`config.mk`:
```
export PLATFORM = sky130hd
export DESIGN_NAME = rcss_top
export DESIGN_NICKNAME = d
export VERILOG_FILES = /design/src/hdl/rcss_pkg.sv /design/src/hdl/rcss_pin_if.sv /design/src/hdl/rcss_top.sv /design/src/hdl/rcss_pin_sync.sv
export VERILOG_INCLUDE_DIRS = /design/src /design/src/hdl
export SDC_FILE = /design/constraint.sdc
export NUM_CORES = 1
export LEC_CHECK = 0
export BUFFER_PORTS_ARGS = -buffer_cell sky130_fd_sc_hd__buf_2
export CAP_MARGIN = 20
export CORE_MARGIN = 1.5
export CORE_UTILIZATION = 25
export CTS_CLUSTER_DIAMETER = 60
export DETAILED_ROUTE_END_ITERATION = 10
export PLACE_DENSITY = 0.52
export SLEW_MARGIN = 10
export SYNTH_ARGS = -nofsm -noshare
export SYNTH_HDL_FRONTEND = slang
export SYNTH_SLANG_ARGS = --single-unit
```
`constraint.sdc`:
```
create_clock -name ref_clk -period 3.4 [get_ports ref_clk]
set_clock_uncertainty 0.15 [all_clocks]
set_input_delay 0.85 -clock ref_clk [delete_from_list [all_inputs] [get_ports ref_clk]]
set_output_delay 0.85 -clock ref_clk [all_outputs]
set_load 0.03 [all_outputs]
```
`src/hdl/rcss_regs.svh`:
```
`ifndef RCSS_REGS_SVH
`define RCSS_REGS_SVH

// Header byte fields
`define RCSS_HDR_RW       7
`define RCSS_HDR_BURST    6
`define RCSS_HDR_ADDR_HI  5

// Status byte fields
`define RCSS_ST_RDY       7
`define RCSS_ST_STATE_HI  6
`define RCSS_ST_STATE_LO  4
`define RCSS_ST_FREE_HI   3

// Address map
`define RCSS_STAT_LO      6'h30
`define RCSS_STAT_HI      6'h3D
`define RCSS_FIFO_ADDR    6'h3F
`define RCSS_FLUSH_ADDR   6'h3B

// Status state codes
`define RCSS_CODE_IDLE    3'h0
`define RCSS_CODE_TX      3'h2
`define RCSS_CODE_FSTX    3'h3
`define RCSS_CODE_CAL     3'h4
`define RCSS_CODE_SETTLE  3'h5
`define RCSS_CODE_UNDR    3'h7

// Counts and reset values
`define RCSS_FREE_MAX     4'hF
`define RCSS_FREE_NONE    4'h0
`define RCSS_BIT_FIRST    3'h0
`define RCSS_BIT_LAST     3'h7
`define RCSS_BIT_STEP     3'h1
`define RCSS_ADDR_STEP    6'h01
`define RCSS_BYTE_ZERO    8'h00
`define RCSS_ADDR_ZERO    6'h00

`endif

```
`src/hdl/rcss_pkg.sv`:
```
`default_nettype none

package rcss_pkg;

    typedef enum logic [2:0] {
        RCSS_MODE_IDLE,
        RCSS_MODE_TX,
        RCSS_MODE_FSTX,
        RCSS_MODE_CAL,
        RCSS_MODE_SETTLE
    } rcss_mode_t;

    typedef enum logic [2:0] {
        XF_IDLE,
        XF_HDR,
        XF_REG,
        XF_FIFO,
        XF_STAT
    } rcss_xfer_t;

endpackage : rcss_pkg

`default_nettype wire

```
`src/hdl/rcss_pin_if.sv`:
```
`default_nettype none

interface rcss_pin_if;
    logic sclk_rise;
    logic sclk_fall;
    logic sel_low;
    logic sel_rise;
    logic sdi;

    modport src (
        output sclk_rise,
        output sclk_fall,
        output sel_low,
        output sel_rise,
        output sdi
    );

    modport dst (
        input sclk_rise,
        input sclk_fall,
        input sel_low,
        input sel_rise,
        input sdi
    );
endinterface : rcss_pin_if

`default_nettype wire

```
`src/hdl/rcss_top.sv`:
```
// Behaviour
// - Bytes shift most significant bit first; this port is always slave.
// - Select must stay low; rising mid header or register byte cancels transfer.
// - Data out goes low at select fall, or once oscillator is stable.
// - A status byte shifts out while each header, write data byte or strobe shifts in; read bytes return register data, except queue reads, which return status.
// - Status bit 7 is not ready, high until the oscillator is stable.
// - Status bits 6:4 encode transmit, fast ready, calibrate, settle, underrun.
// - Transitional calibrate or settle may report idle instead.
// - Underrun is reported until the host issues the flush strobe.
// - Status bits 3:0 give free queue space, valid for write headers.
// - Free space count saturates at 15.
// - Reset loads defaults; host then programs what must differ.
// - Burst loads header address; a register burst steps it after every byte, a queue burst keeps 3Fh.
// - Addresses 30h to 3Dh: burst reads status, otherwise command strobe.
// - Header 3Fh writes one queue byte; 7Fh writes until select rises.
//
// Added by the designer: the address-and-strobe port and the placing of the registers.
`include "rcss_regs.svh"

`default_nettype none

module rcss_top #(
    parameter int FREE_W        = 7,
    parameter bit TRANS_AS_IDLE = 1'b1
) (
    input  wire logic                 ref_clk,
    input  wire logic                 rst_b,
    input  wire logic                 sclk_pin,
    input  wire logic                 sel_b_pin,
    input  wire logic                 sdi_pin,
    output logic                      sdo_ff,
    output logic                      sdo_oe_ff,
    input  wire logic                 osc_stable,
    input  wire rcss_pkg::rcss_mode_t radio_mode,
    input  wire logic                 mode_transitional,
    input  wire logic                 underflow_evt,
    input  wire logic [FREE_W-1:0]    tx_free,
    input  wire logic [7:0]           reg_rdata,
    output logic [5:0]                reg_addr_ff,
    output logic [7:0]                wdata_ff,
    output logic                      reg_wr_ff,
    output logic                      reg_rd_ff,
    output logic                      stat_rd_ff,
    output logic                      strobe_ff,
    output logic                      fifo_wr_ff,
    output logic                      underrun_ff,
    output logic                      abort_ff,
    output logic                      release_ff
);
    import rcss_pkg::*;

    // Pins cross two flip-flops before any use
    rcss_pin_if pins ();

    rcss_pin_sync u_sync (
        .ref_clk   (ref_clk),
        .rst_b     (rst_b),
        .sclk_pin  (sclk_pin),
        .sel_b_pin (sel_b_pin),
        .sdi_pin   (sdi_pin),
        .pins      (pins.src)
    );

    rcss_xfer_t xfer_ff;
    logic [2:0] bit_cnt_ff;
    logic [7:0] rx_sr_ff;
    logic [7:0] tx_sr_ff;
    logic [7:0] rd_buf_ff;
    logic       load_ff;
    logic       rd_data_ff;
    logic       rd_cap_ff;
    logic       started_ff;
    logic       rw_ff;
    logic       burst_ff;
    logic       step_ff;

    // Decode of the byte completing on this rise
    logic [7:0] rx_byte;
    logic [7:0] status;
    logic       byte_done;
    logic       hdr_done;
    logic       data_done;
    logic       hdr_stat;
    logic       hdr_fifo;
    logic       hdr_rd;
    logic       hdr_strobe;

    function automatic logic in_stat(input logic [5:0] a);
        return (a >= `RCSS_STAT_LO) && (a <= `RCSS_STAT_HI);
    endfunction : in_stat

    // Address field of a header byte
    function automatic logic [5:0] hdr_addr(input logic [7:0] b);
        return b[`RCSS_HDR_ADDR_HI:0];
    endfunction : hdr_addr

    // Select rise cancels these transfers mid byte
    function automatic logic cancels(input rcss_xfer_t x);
        return (x == XF_HDR) || (x == XF_REG) || (x == XF_STAT);
    endfunction : cancels

    // Counts of fifteen or more read as fifteen
    function automatic logic [3:0] free_sat(input logic [FREE_W-1:0] n);
        if (n >= FREE_W'(`RCSS_FREE_MAX)) begin
            return `RCSS_FREE_MAX;
        end
        return n[3:0];
    endfunction : free_sat

    // Underrun outranks the radio mode until flushed
    function automatic logic [2:0] state_code(
        input rcss_mode_t m,
        input logic       trans,
        input logic       undr
    );
        logic quiet;
        quiet = TRANS_AS_IDLE & trans;
        if (undr) begin
            return `RCSS_CODE_UNDR;
        end
        unique case (m)
            RCSS_MODE_IDLE:   return `RCSS_CODE_IDLE;
            RCSS_MODE_TX:     return `RCSS_CODE_TX;
            RCSS_MODE_FSTX:   return `RCSS_CODE_FSTX;
            RCSS_MODE_CAL:    return quiet ? `RCSS_CODE_IDLE : `RCSS_CODE_CAL;
            RCSS_MODE_SETTLE: return quiet ? `RCSS_CODE_IDLE : `RCSS_CODE_SETTLE;
            default:          return `RCSS_CODE_IDLE;
        endcase
    endfunction : state_code

    // Byte framing and header decode
    assign rx_byte   = {rx_sr_ff[6:0], pins.sdi};
    assign byte_done = pins.sclk_rise & (bit_cnt_ff == `RCSS_BIT_LAST);
    assign hdr_done  = byte_done & (xfer_ff == XF_HDR);
    assign data_done = byte_done & (xfer_ff != XF_HDR) & (xfer_ff != XF_IDLE);
    assign hdr_stat  = in_stat(hdr_addr(rx_byte));
    assign hdr_fifo  = hdr_addr(rx_byte) == `RCSS_FIFO_ADDR;
    assign hdr_strobe = hdr_stat & ~rx_byte[`RCSS_HDR_BURST];
    // Queue reads and strobes fetch nothing
    assign hdr_rd    = rx_byte[`RCSS_HDR_RW] & ~hdr_fifo & ~hdr_strobe;

    // Live status byte
    always_comb begin
        status = {~osc_stable,
                  state_code(radio_mode, mode_transitional, underrun_ff),
                  free_sat(tx_free)};
    end

    // Transfer state machine
    always_ff @(posedge ref_clk or negedge rst_b) begin
        if (!rst_b) begin
            xfer_ff    <= XF_IDLE;
            bit_cnt_ff <= `RCSS_BIT_FIRST;
            rx_sr_ff   <= `RCSS_BYTE_ZERO;
            rw_ff      <= 1'b0;
            burst_ff   <= 1'b0;
        end else if (!pins.sel_low) begin
            xfer_ff    <= XF_IDLE;
            bit_cnt_ff <= `RCSS_BIT_FIRST;
        end else if (xfer_ff == XF_IDLE) begin
            xfer_ff    <= XF_HDR;
            bit_cnt_ff <= `RCSS_BIT_FIRST;
        end else if (pins.sclk_rise) begin
            rx_sr_ff   <= rx_byte;
            bit_cnt_ff <= bit_cnt_ff + `RCSS_BIT_STEP;
            if (byte_done) begin
                unique case (xfer_ff)
                    XF_IDLE: begin
                        xfer_ff <= XF_HDR;
                    end
                    XF_HDR: begin
                        rw_ff    <= rx_byte[`RCSS_HDR_RW];
                        burst_ff <= rx_byte[`RCSS_HDR_BURST];
                        if (hdr_stat) begin
                            // Burst bit picks status read, else a strobe
                            xfer_ff <= rx_byte[`RCSS_HDR_BURST] ? XF_STAT
                                                                : XF_HDR;
                        end else if (hdr_fifo) begin
                            xfer_ff <= XF_FIFO;
                        end else begin
                            xfer_ff <= XF_REG;
                        end
                    end
                    XF_REG: begin
                        if (!burst_ff) begin
                            xfer_ff <= XF_HDR;
                        end
                    end
                    XF_FIFO: begin
                        if (!burst_ff) begin
                            xfer_ff <= XF_HDR;
                        end
                    end
                    XF_STAT: begin
                        xfer_ff <= XF_HDR;
                    end
                endcase
            end
        end
    end

    // Burst address counter
    always_ff @(posedge ref_clk or negedge rst_b) begin
        if (!rst_b) begin
            reg_addr_ff <= `RCSS_ADDR_ZERO;
            step_ff     <= 1'b0;
        end else begin
            // Step one cycle after the byte so the write sees the old address
            step_ff <= data_done & burst_ff & (xfer_ff == XF_REG);
            if (hdr_done) begin
                reg_addr_ff <= hdr_addr(rx_byte);
            end else if (step_ff) begin
                reg_addr_ff <= reg_addr_ff + `RCSS_ADDR_STEP;
            end
        end
    end

    // Access pulses towards the register file, strobes and queue
    always_ff @(posedge ref_clk or negedge rst_b) begin
        if (!rst_b) begin
            wdata_ff   <= `RCSS_BYTE_ZERO;
            reg_wr_ff  <= 1'b0;
            reg_rd_ff  <= 1'b0;
            stat_rd_ff <= 1'b0;
            strobe_ff  <= 1'b0;
            fifo_wr_ff <= 1'b0;
        end else begin
            reg_wr_ff  <= data_done & ~rw_ff & (xfer_ff == XF_REG);
            fifo_wr_ff <= data_done & ~rw_ff & (xfer_ff == XF_FIFO);
            strobe_ff  <= hdr_done & hdr_stat
                        & ~rx_byte[`RCSS_HDR_BURST];
            stat_rd_ff <= hdr_done & hdr_stat
                        & rx_byte[`RCSS_HDR_BURST];
            // Reads prefetch the next address in a burst
            reg_rd_ff  <= (hdr_done & hdr_rd & ~hdr_stat)
                        | (step_ff & rw_ff);
            if (data_done) begin
                wdata_ff <= rx_byte;
            end
        end
    end

    // Read data capture, one cycle after the request
    always_ff @(posedge ref_clk or negedge rst_b) begin
        if (!rst_b) begin
            rd_cap_ff <= 1'b0;
            rd_buf_ff <= `RCSS_BYTE_ZERO;
        end else begin
            rd_cap_ff <= reg_rd_ff | stat_rd_ff;
            if (rd_cap_ff) begin
                rd_buf_ff <= reg_rdata;
            end
        end
    end

    // Outgoing shift register
    always_ff @(posedge ref_clk or negedge rst_b) begin
        if (!rst_b) begin
            tx_sr_ff   <= `RCSS_BYTE_ZERO;
            load_ff    <= 1'b0;
            rd_data_ff <= 1'b0;
            started_ff <= 1'b0;
        end else if (!pins.sel_low) begin
            load_ff    <= 1'b0;
            rd_data_ff <= 1'b0;
            started_ff <= 1'b0;
        end else if (xfer_ff == XF_IDLE) begin
            // Idle cycle loads the status for the header
            tx_sr_ff   <= status;
            started_ff <= 1'b0;
        end else if (pins.sclk_rise) begin
            started_ff <= 1'b1;
            if ((xfer_ff == XF_HDR) && (bit_cnt_ff == `RCSS_BIT_FIRST)) begin
                // Free count only for write headers
                tx_sr_ff[`RCSS_ST_FREE_HI:0] <= pins.sdi ? `RCSS_FREE_NONE
                                                         : free_sat(tx_free);
            end
            if (byte_done) begin
                load_ff    <= 1'b1;
                rd_data_ff <= hdr_done ? hdr_rd
                                       : (rw_ff & burst_ff & (xfer_ff == XF_REG));
            end
        end else if (pins.sclk_fall) begin
            // Mode 0: the next bit goes out on the falling edge
            if (load_ff) begin
                tx_sr_ff <= rd_data_ff ? rd_buf_ff : status;
                load_ff  <= 1'b0;
            end else begin
                tx_sr_ff <= {tx_sr_ff[6:0], 1'b0};
            end
        end
    end

    // Data out pin: ready level before the first clock, then shifted bits
    always_ff @(posedge ref_clk or negedge rst_b) begin
        if (!rst_b) begin
            sdo_ff    <= 1'b0;
            sdo_oe_ff <= 1'b0;
        end else if (!pins.sel_low) begin
            sdo_ff    <= 1'b0;
            sdo_oe_ff <= 1'b0;
        end else begin
            sdo_oe_ff <= 1'b1;
            if (!started_ff) begin
                sdo_ff <= ~osc_stable;
            end else begin
                sdo_ff <= tx_sr_ff[`RCSS_ST_RDY];
            end
        end
    end

    // Underrun flag: the event wins over the flush strobe
    always_ff @(posedge ref_clk or negedge rst_b) begin
        if (!rst_b) begin
            underrun_ff <= 1'b0;
        end else if (underflow_evt) begin
            underrun_ff <= 1'b1;
        end else if (strobe_ff && (reg_addr_ff == `RCSS_FLUSH_ADDR)) begin
            underrun_ff <= 1'b0;
        end
    end

    // Select release events
    always_ff @(posedge ref_clk or negedge rst_b) begin
        if (!rst_b) begin
            abort_ff   <= 1'b0;
            release_ff <= 1'b0;
        end else begin
            // Release also lets deferred strobes run
            release_ff <= pins.sel_rise;
            abort_ff   <= pins.sel_rise & (bit_cnt_ff != `RCSS_BIT_FIRST)
                        & cancels(xfer_ff);
        end
    end
endmodule : rcss_top

`default_nettype wire

```
`src/hdl/rcss_pin_sync.sv`:
```
`default_nettype none

module rcss_pin_sync (
    input  wire logic ref_clk,
    input  wire logic rst_b,
    input  wire logic sclk_pin,
    input  wire logic sel_b_pin,
    input  wire logic sdi_pin,
    rcss_pin_if.src   pins
);
    // Stage 1 feeds only stage 2; stage 3 is for edges
    logic [2:0] sclk_ff;
    logic [2:0] sel_b_ff;
    logic [1:0] sdi_ff;

    always_ff @(posedge ref_clk or negedge rst_b) begin
        if (!rst_b) begin
            sclk_ff  <= 3'h0;
            sel_b_ff <= 3'h7;
            sdi_ff   <= 2'h0;
        end else begin
            sclk_ff  <= {sclk_ff[1:0], sclk_pin};
            sel_b_ff <= {sel_b_ff[1:0], sel_b_pin};
            sdi_ff   <= {sdi_ff[0], sdi_pin};
        end
    end

    assign pins.sclk_rise = sclk_ff[1] & ~sclk_ff[2];
    assign pins.sclk_fall = ~sclk_ff[1] & sclk_ff[2];
    assign pins.sel_low   = ~sel_b_ff[1];
    assign pins.sel_rise  = sel_b_ff[1] & ~sel_b_ff[2];
    assign pins.sdi       = sdi_ff[1];
endmodule : rcss_pin_sync

`default_nettype wire

```
==> qor.tcl <==
set qor(grt_first_pass_wirelength_um) 11500
set qor(synth_enable_flop_cells) 0
set qor(detail_route.first_pass.iterations) 4
set qor(crit_type) {flip-flop to flip-flop}
set qor(report.final.hold_viol_count) 0
set qor(gp_routability_congestion) 0.751
set qor(fraction_of_layout_instances_using_a_drive_strength_above_1_pct) 29.4
set qor(outcome) {complete, no violations}
set qor(ant_nets) 0
set qor(dpl.hpwl_um) 4830
set qor(synth_flop_cell) {sky130_fd_sc_hd__dfrtp_1}
set qor(post-layout-total-power_uw) 2040
set qor(finish.instance_area_um2) 3820
set qor(ys_types) 49
set qor(post_cts_hold_buffer_count) 0
set qor(fp.coreArea_um2) 12100
set qor(timing.final.max_slew_violations) 0
set qor(worstPathCellList) {inv_1, ha_1, and2_0, nand3_1, nor2_1, mux2_2}
set qor(yosysWarnings) 0
set qor(buffers_on_ports) 49
set qor(cts_repair_resize_count) 0
set qor(synth_area_um2) 3090
set qor(power_per_cell_area_nw_per_um2) 535
set qor(postSynth.asyncResetShare_pct) 100
set qor(cts_tree) {built}
set qor(ctsRootBufferMaster) {sky130_fd_sc_hd__clkbuf_16}
set qor(die_height_um) 114
set qor(drv.max_cap_violation_count) 0
set qor(critical-path-slowest-cell) {sky130_fd_sc_hd__ha_1}
set qor(post_synth.cell_area_avg_um2) 11.2
set qor(timing.critical_path.from_type) {flip-flop}
set qor(io_pins) 50
set qor(dpl.cell_count) 482
set qor(cts_num_sinks) 68
set qor(finalCritPeriodShare_pct) 78.0
set qor(worst-r2r-setup-slack_ns) 0.75
set qor(fp.dieArea_um2) 13000
set qor(cp.buffers_inverters) 1
set qor(global_route.overflow_total) 0
set qor(fmax_mhz) 377
set qor(timing.rr.start) {u_sync.sclk_ff[2]}
set qor(worst-r2r-cell-count) 6
set qor(worstHoldStart) {u_sync.sdi_ff[0]}
set qor(required_time_at_the_worst_slack_endpoint_ns) 3.47
set qor(holdCritPathClass) {flip-flop to flip-flop}
set qor(syn-num-nets) 308
set qor(cp_top_family) {simple AND/OR/NAND/NOR gates}
set qor(post_cts_buffers) 0
set qor(critical_path.reg2reg.endpoint) {rw_ff}
set qor(grt_pass1_vias) 2192
set qor(finalSetupViolations) 0
set qor(instances_no_fill) 498
set qor(area_growth_pct) 23.4
set qor(max_slew.worst_pin.slew_ns) 0.746
set qor(timing.critical_path.slowest_cell_delay_ns) 0.46
set qor(power_leakage_uw) 0.00175
set qor(drt_iter0_drc) 84
set qor(num-nets-final) 357
set qor(clk_pin_slew_ns) 0.06
set qor(grt_start_max_net_pins) 37
set qor(postPlaceCellArea_um2) 3510
set qor(yosys_register_bits) 68
set qor(worstHoldPathCells) 0
set qor(clock_period_minus_worst_slack_ns) 2.65
set qor(cts-buffers-inserted) 9
set qor(routed_wire_length_per_instance_um) 13.8
set qor(vias_per_cell) 4.47
set qor(holdPathEnd) {u_sync.sdi_ff[1]}
set qor(diodes) 0
set qor(ctsLongestPathBuffers) 2
set qor(vdd_ir_drop_max_mv) 0.225
set qor(synth-seq-area-share_pct) 55.2
set qor(drt_wl_total_um) 6860
set qor(start_util_pct) 25.6
set qor(placementRows) 40
set qor(totalNegativeSetupSlack_ns) 0
set qor(aggregate_global_route_resource_usage_pct) 11.5
set qor(drcViolationCount) 0
set qor(slew_headroom_pct) 50.3
set qor(route.vias.total) 2225
set qor(clock_latency_on_the_worst_skew_pair_ns) 0.33
set qor(cts_max_level) 3
set qor(chipWidth_um) 114
set qor(worstPathMaxFanout) 15
set qor(worstPathArrival_ns) 2.72
set qor(unrepaired_setup_endpoints_after_global_routing) {false}
set qor(cp-end-kind) {flip-flop}
set qor(post_synth_inst_count) 276
set qor(antenna_found_initial) 0
-- final cells by class --
type | count | area, µm²
Sequential cell | 68 | 1710
Clock inverter | 6 | 63.8
Tap cell | 168 | 210
Timing Repair Buffer | 51 | 273
Clock buffer | 10 | 239
Fill cell | 1241 | 8250
Multi-Input combinational cell | 187 | 1290
Inverter | 8 | 30.0
-- layer usage --
| metal | vias up | global-route usage, % | wire, µm |
|---|---|---|---|
| met4 | 0 | 3.00 | 56 |
| met1 | 1083 | 15.5 | 3360 |
| met3 | 5 | 4.76 | 410 |
| li1 | 1089 | - | - |
| met2 | 48 | 17.0 | 3030 |
| met5 | - | 0 | 0 |
-- cells by family (layout without fill, tap and decap cells) --
kind of cell    Yosys count  after routing  synth area share [%]
flops                    68             68                  55.2
xor+xnor                  8              8                  2.27
fa+ha+maj                 6              6                  2.43
compound gates           61             61                  12.3
mux                      26             26                  10.0
simple gates             86             86                  14.9
buf+inv                  21             75                  2.95
-- power by group --
| part | internal (µW) | total, µW | switching [µW] |
|---|---|---|---|
| logic | 93.9 | 183 | 88.8 |
| clock network | 585 | 932 | 347 |
| registers | 862 | 927 | 65.3 |
| total | 1540 | 2040 | 501 |
-- cells in the final DEF (no fill, tap or decap), drive strengths merged, types with 6 or more instances in the layout --
cell type / instances
dfrtp: 65
buf: 51
mux2: 22
nor2: 20
o21ai: 19
a21oi: 14
nand2: 13
nor3: 12
a31oi: 10
clkbuf: 10
nor2b: 9
inv: 7
ha: 6
-- synth_stat cells, drive strengths merged (3+ instances only) --
| cell | number | area (µm²) |
|---|---|---|
| a21oi | 14 | 70.1 |
| nor3 | 12 | 65.1 |
| clkbuf | 7 | 26.3 |
| xor2 | 4 | 35.0 |
| nand3 | 3 | 15.0 |
| or3 | 5 | 31.3 |
| nand4 | 3 | 18.8 |
| dfrtp | 65 | 1630 |
| o211ai | 3 | 22.5 |
| mux2i | 4 | 40.0 |
| o21ai | 19 | 98.8 |
| xnor2 | 4 | 35.0 |
| ha | 6 | 75.1 |
| nand2 | 13 | 48.8 |
| a22o | 3 | 26.3 |
| nor4 | 3 | 18.8 |
| a31oi | 10 | 62.6 |
| buf | 6 | 35.0 |
| inv | 7 | 26.3 |
| nor2b | 9 | 56.3 |
| nor2 | 20 | 75.1 |
| mux2 | 22 | 270 |
| nand2b | 5 | 31.3 |
| dfstp | 3 | 78.8 |
-- flip-flops by register name, indices dropped and copies added, names as in the netlist, 2 cells and up --
signal           cells
rd_buf_ff            8
rx_sr_ff             7
bit_cnt_ff           3
u_sync.sclk_ff       3
reg_addr_ff          6
wdata_ff             8
xfer_ff              3
u_sync.sdi_ff        2
u_sync.sel_b_ff      3
tx_sr_ff             8
-- per-stage QoR --
stage	setup WS [ns]	hold WS, ns	utilization [%]
2_1_floorplan	1.46	0.181	-
6_report	0.748	0.197	31.6
3_3_place_gp	0.879	0.184	29.1
3_5_place_dp	0.743	0.185	29.1
5_1_grt	0.535	0.208	31.6
4_1_cts	0.734	0.198	31.6
-- how the worst max path moves through the flow --
| stage | from | to | slack (ns) | cells after the start |
|---|---|---|---|---|
| 6_report | u_sync.sclk_ff[2] | rw_ff | 0.75 | 6 |
| 4_1_cts | u_sync.sclk_ff[2] | rw_ff | 0.73 | 6 |
| 3_5_place_dp | u_sync.sclk_ff[2] | rw_ff | 0.74 | 6 |
| 3_3_place_gp | u_sync.sclk_ff[2] | rw_ff | 0.88 | 6 |
| 2_1_floorplan | tx_free[5] | tx_sr_ff[0] | 1.46 | 4 |
| 5_1_grt | u_sync.sclk_ff[2] | rw_ff | 0.54 | 6 |
Power figures use the tool's default switching activity.
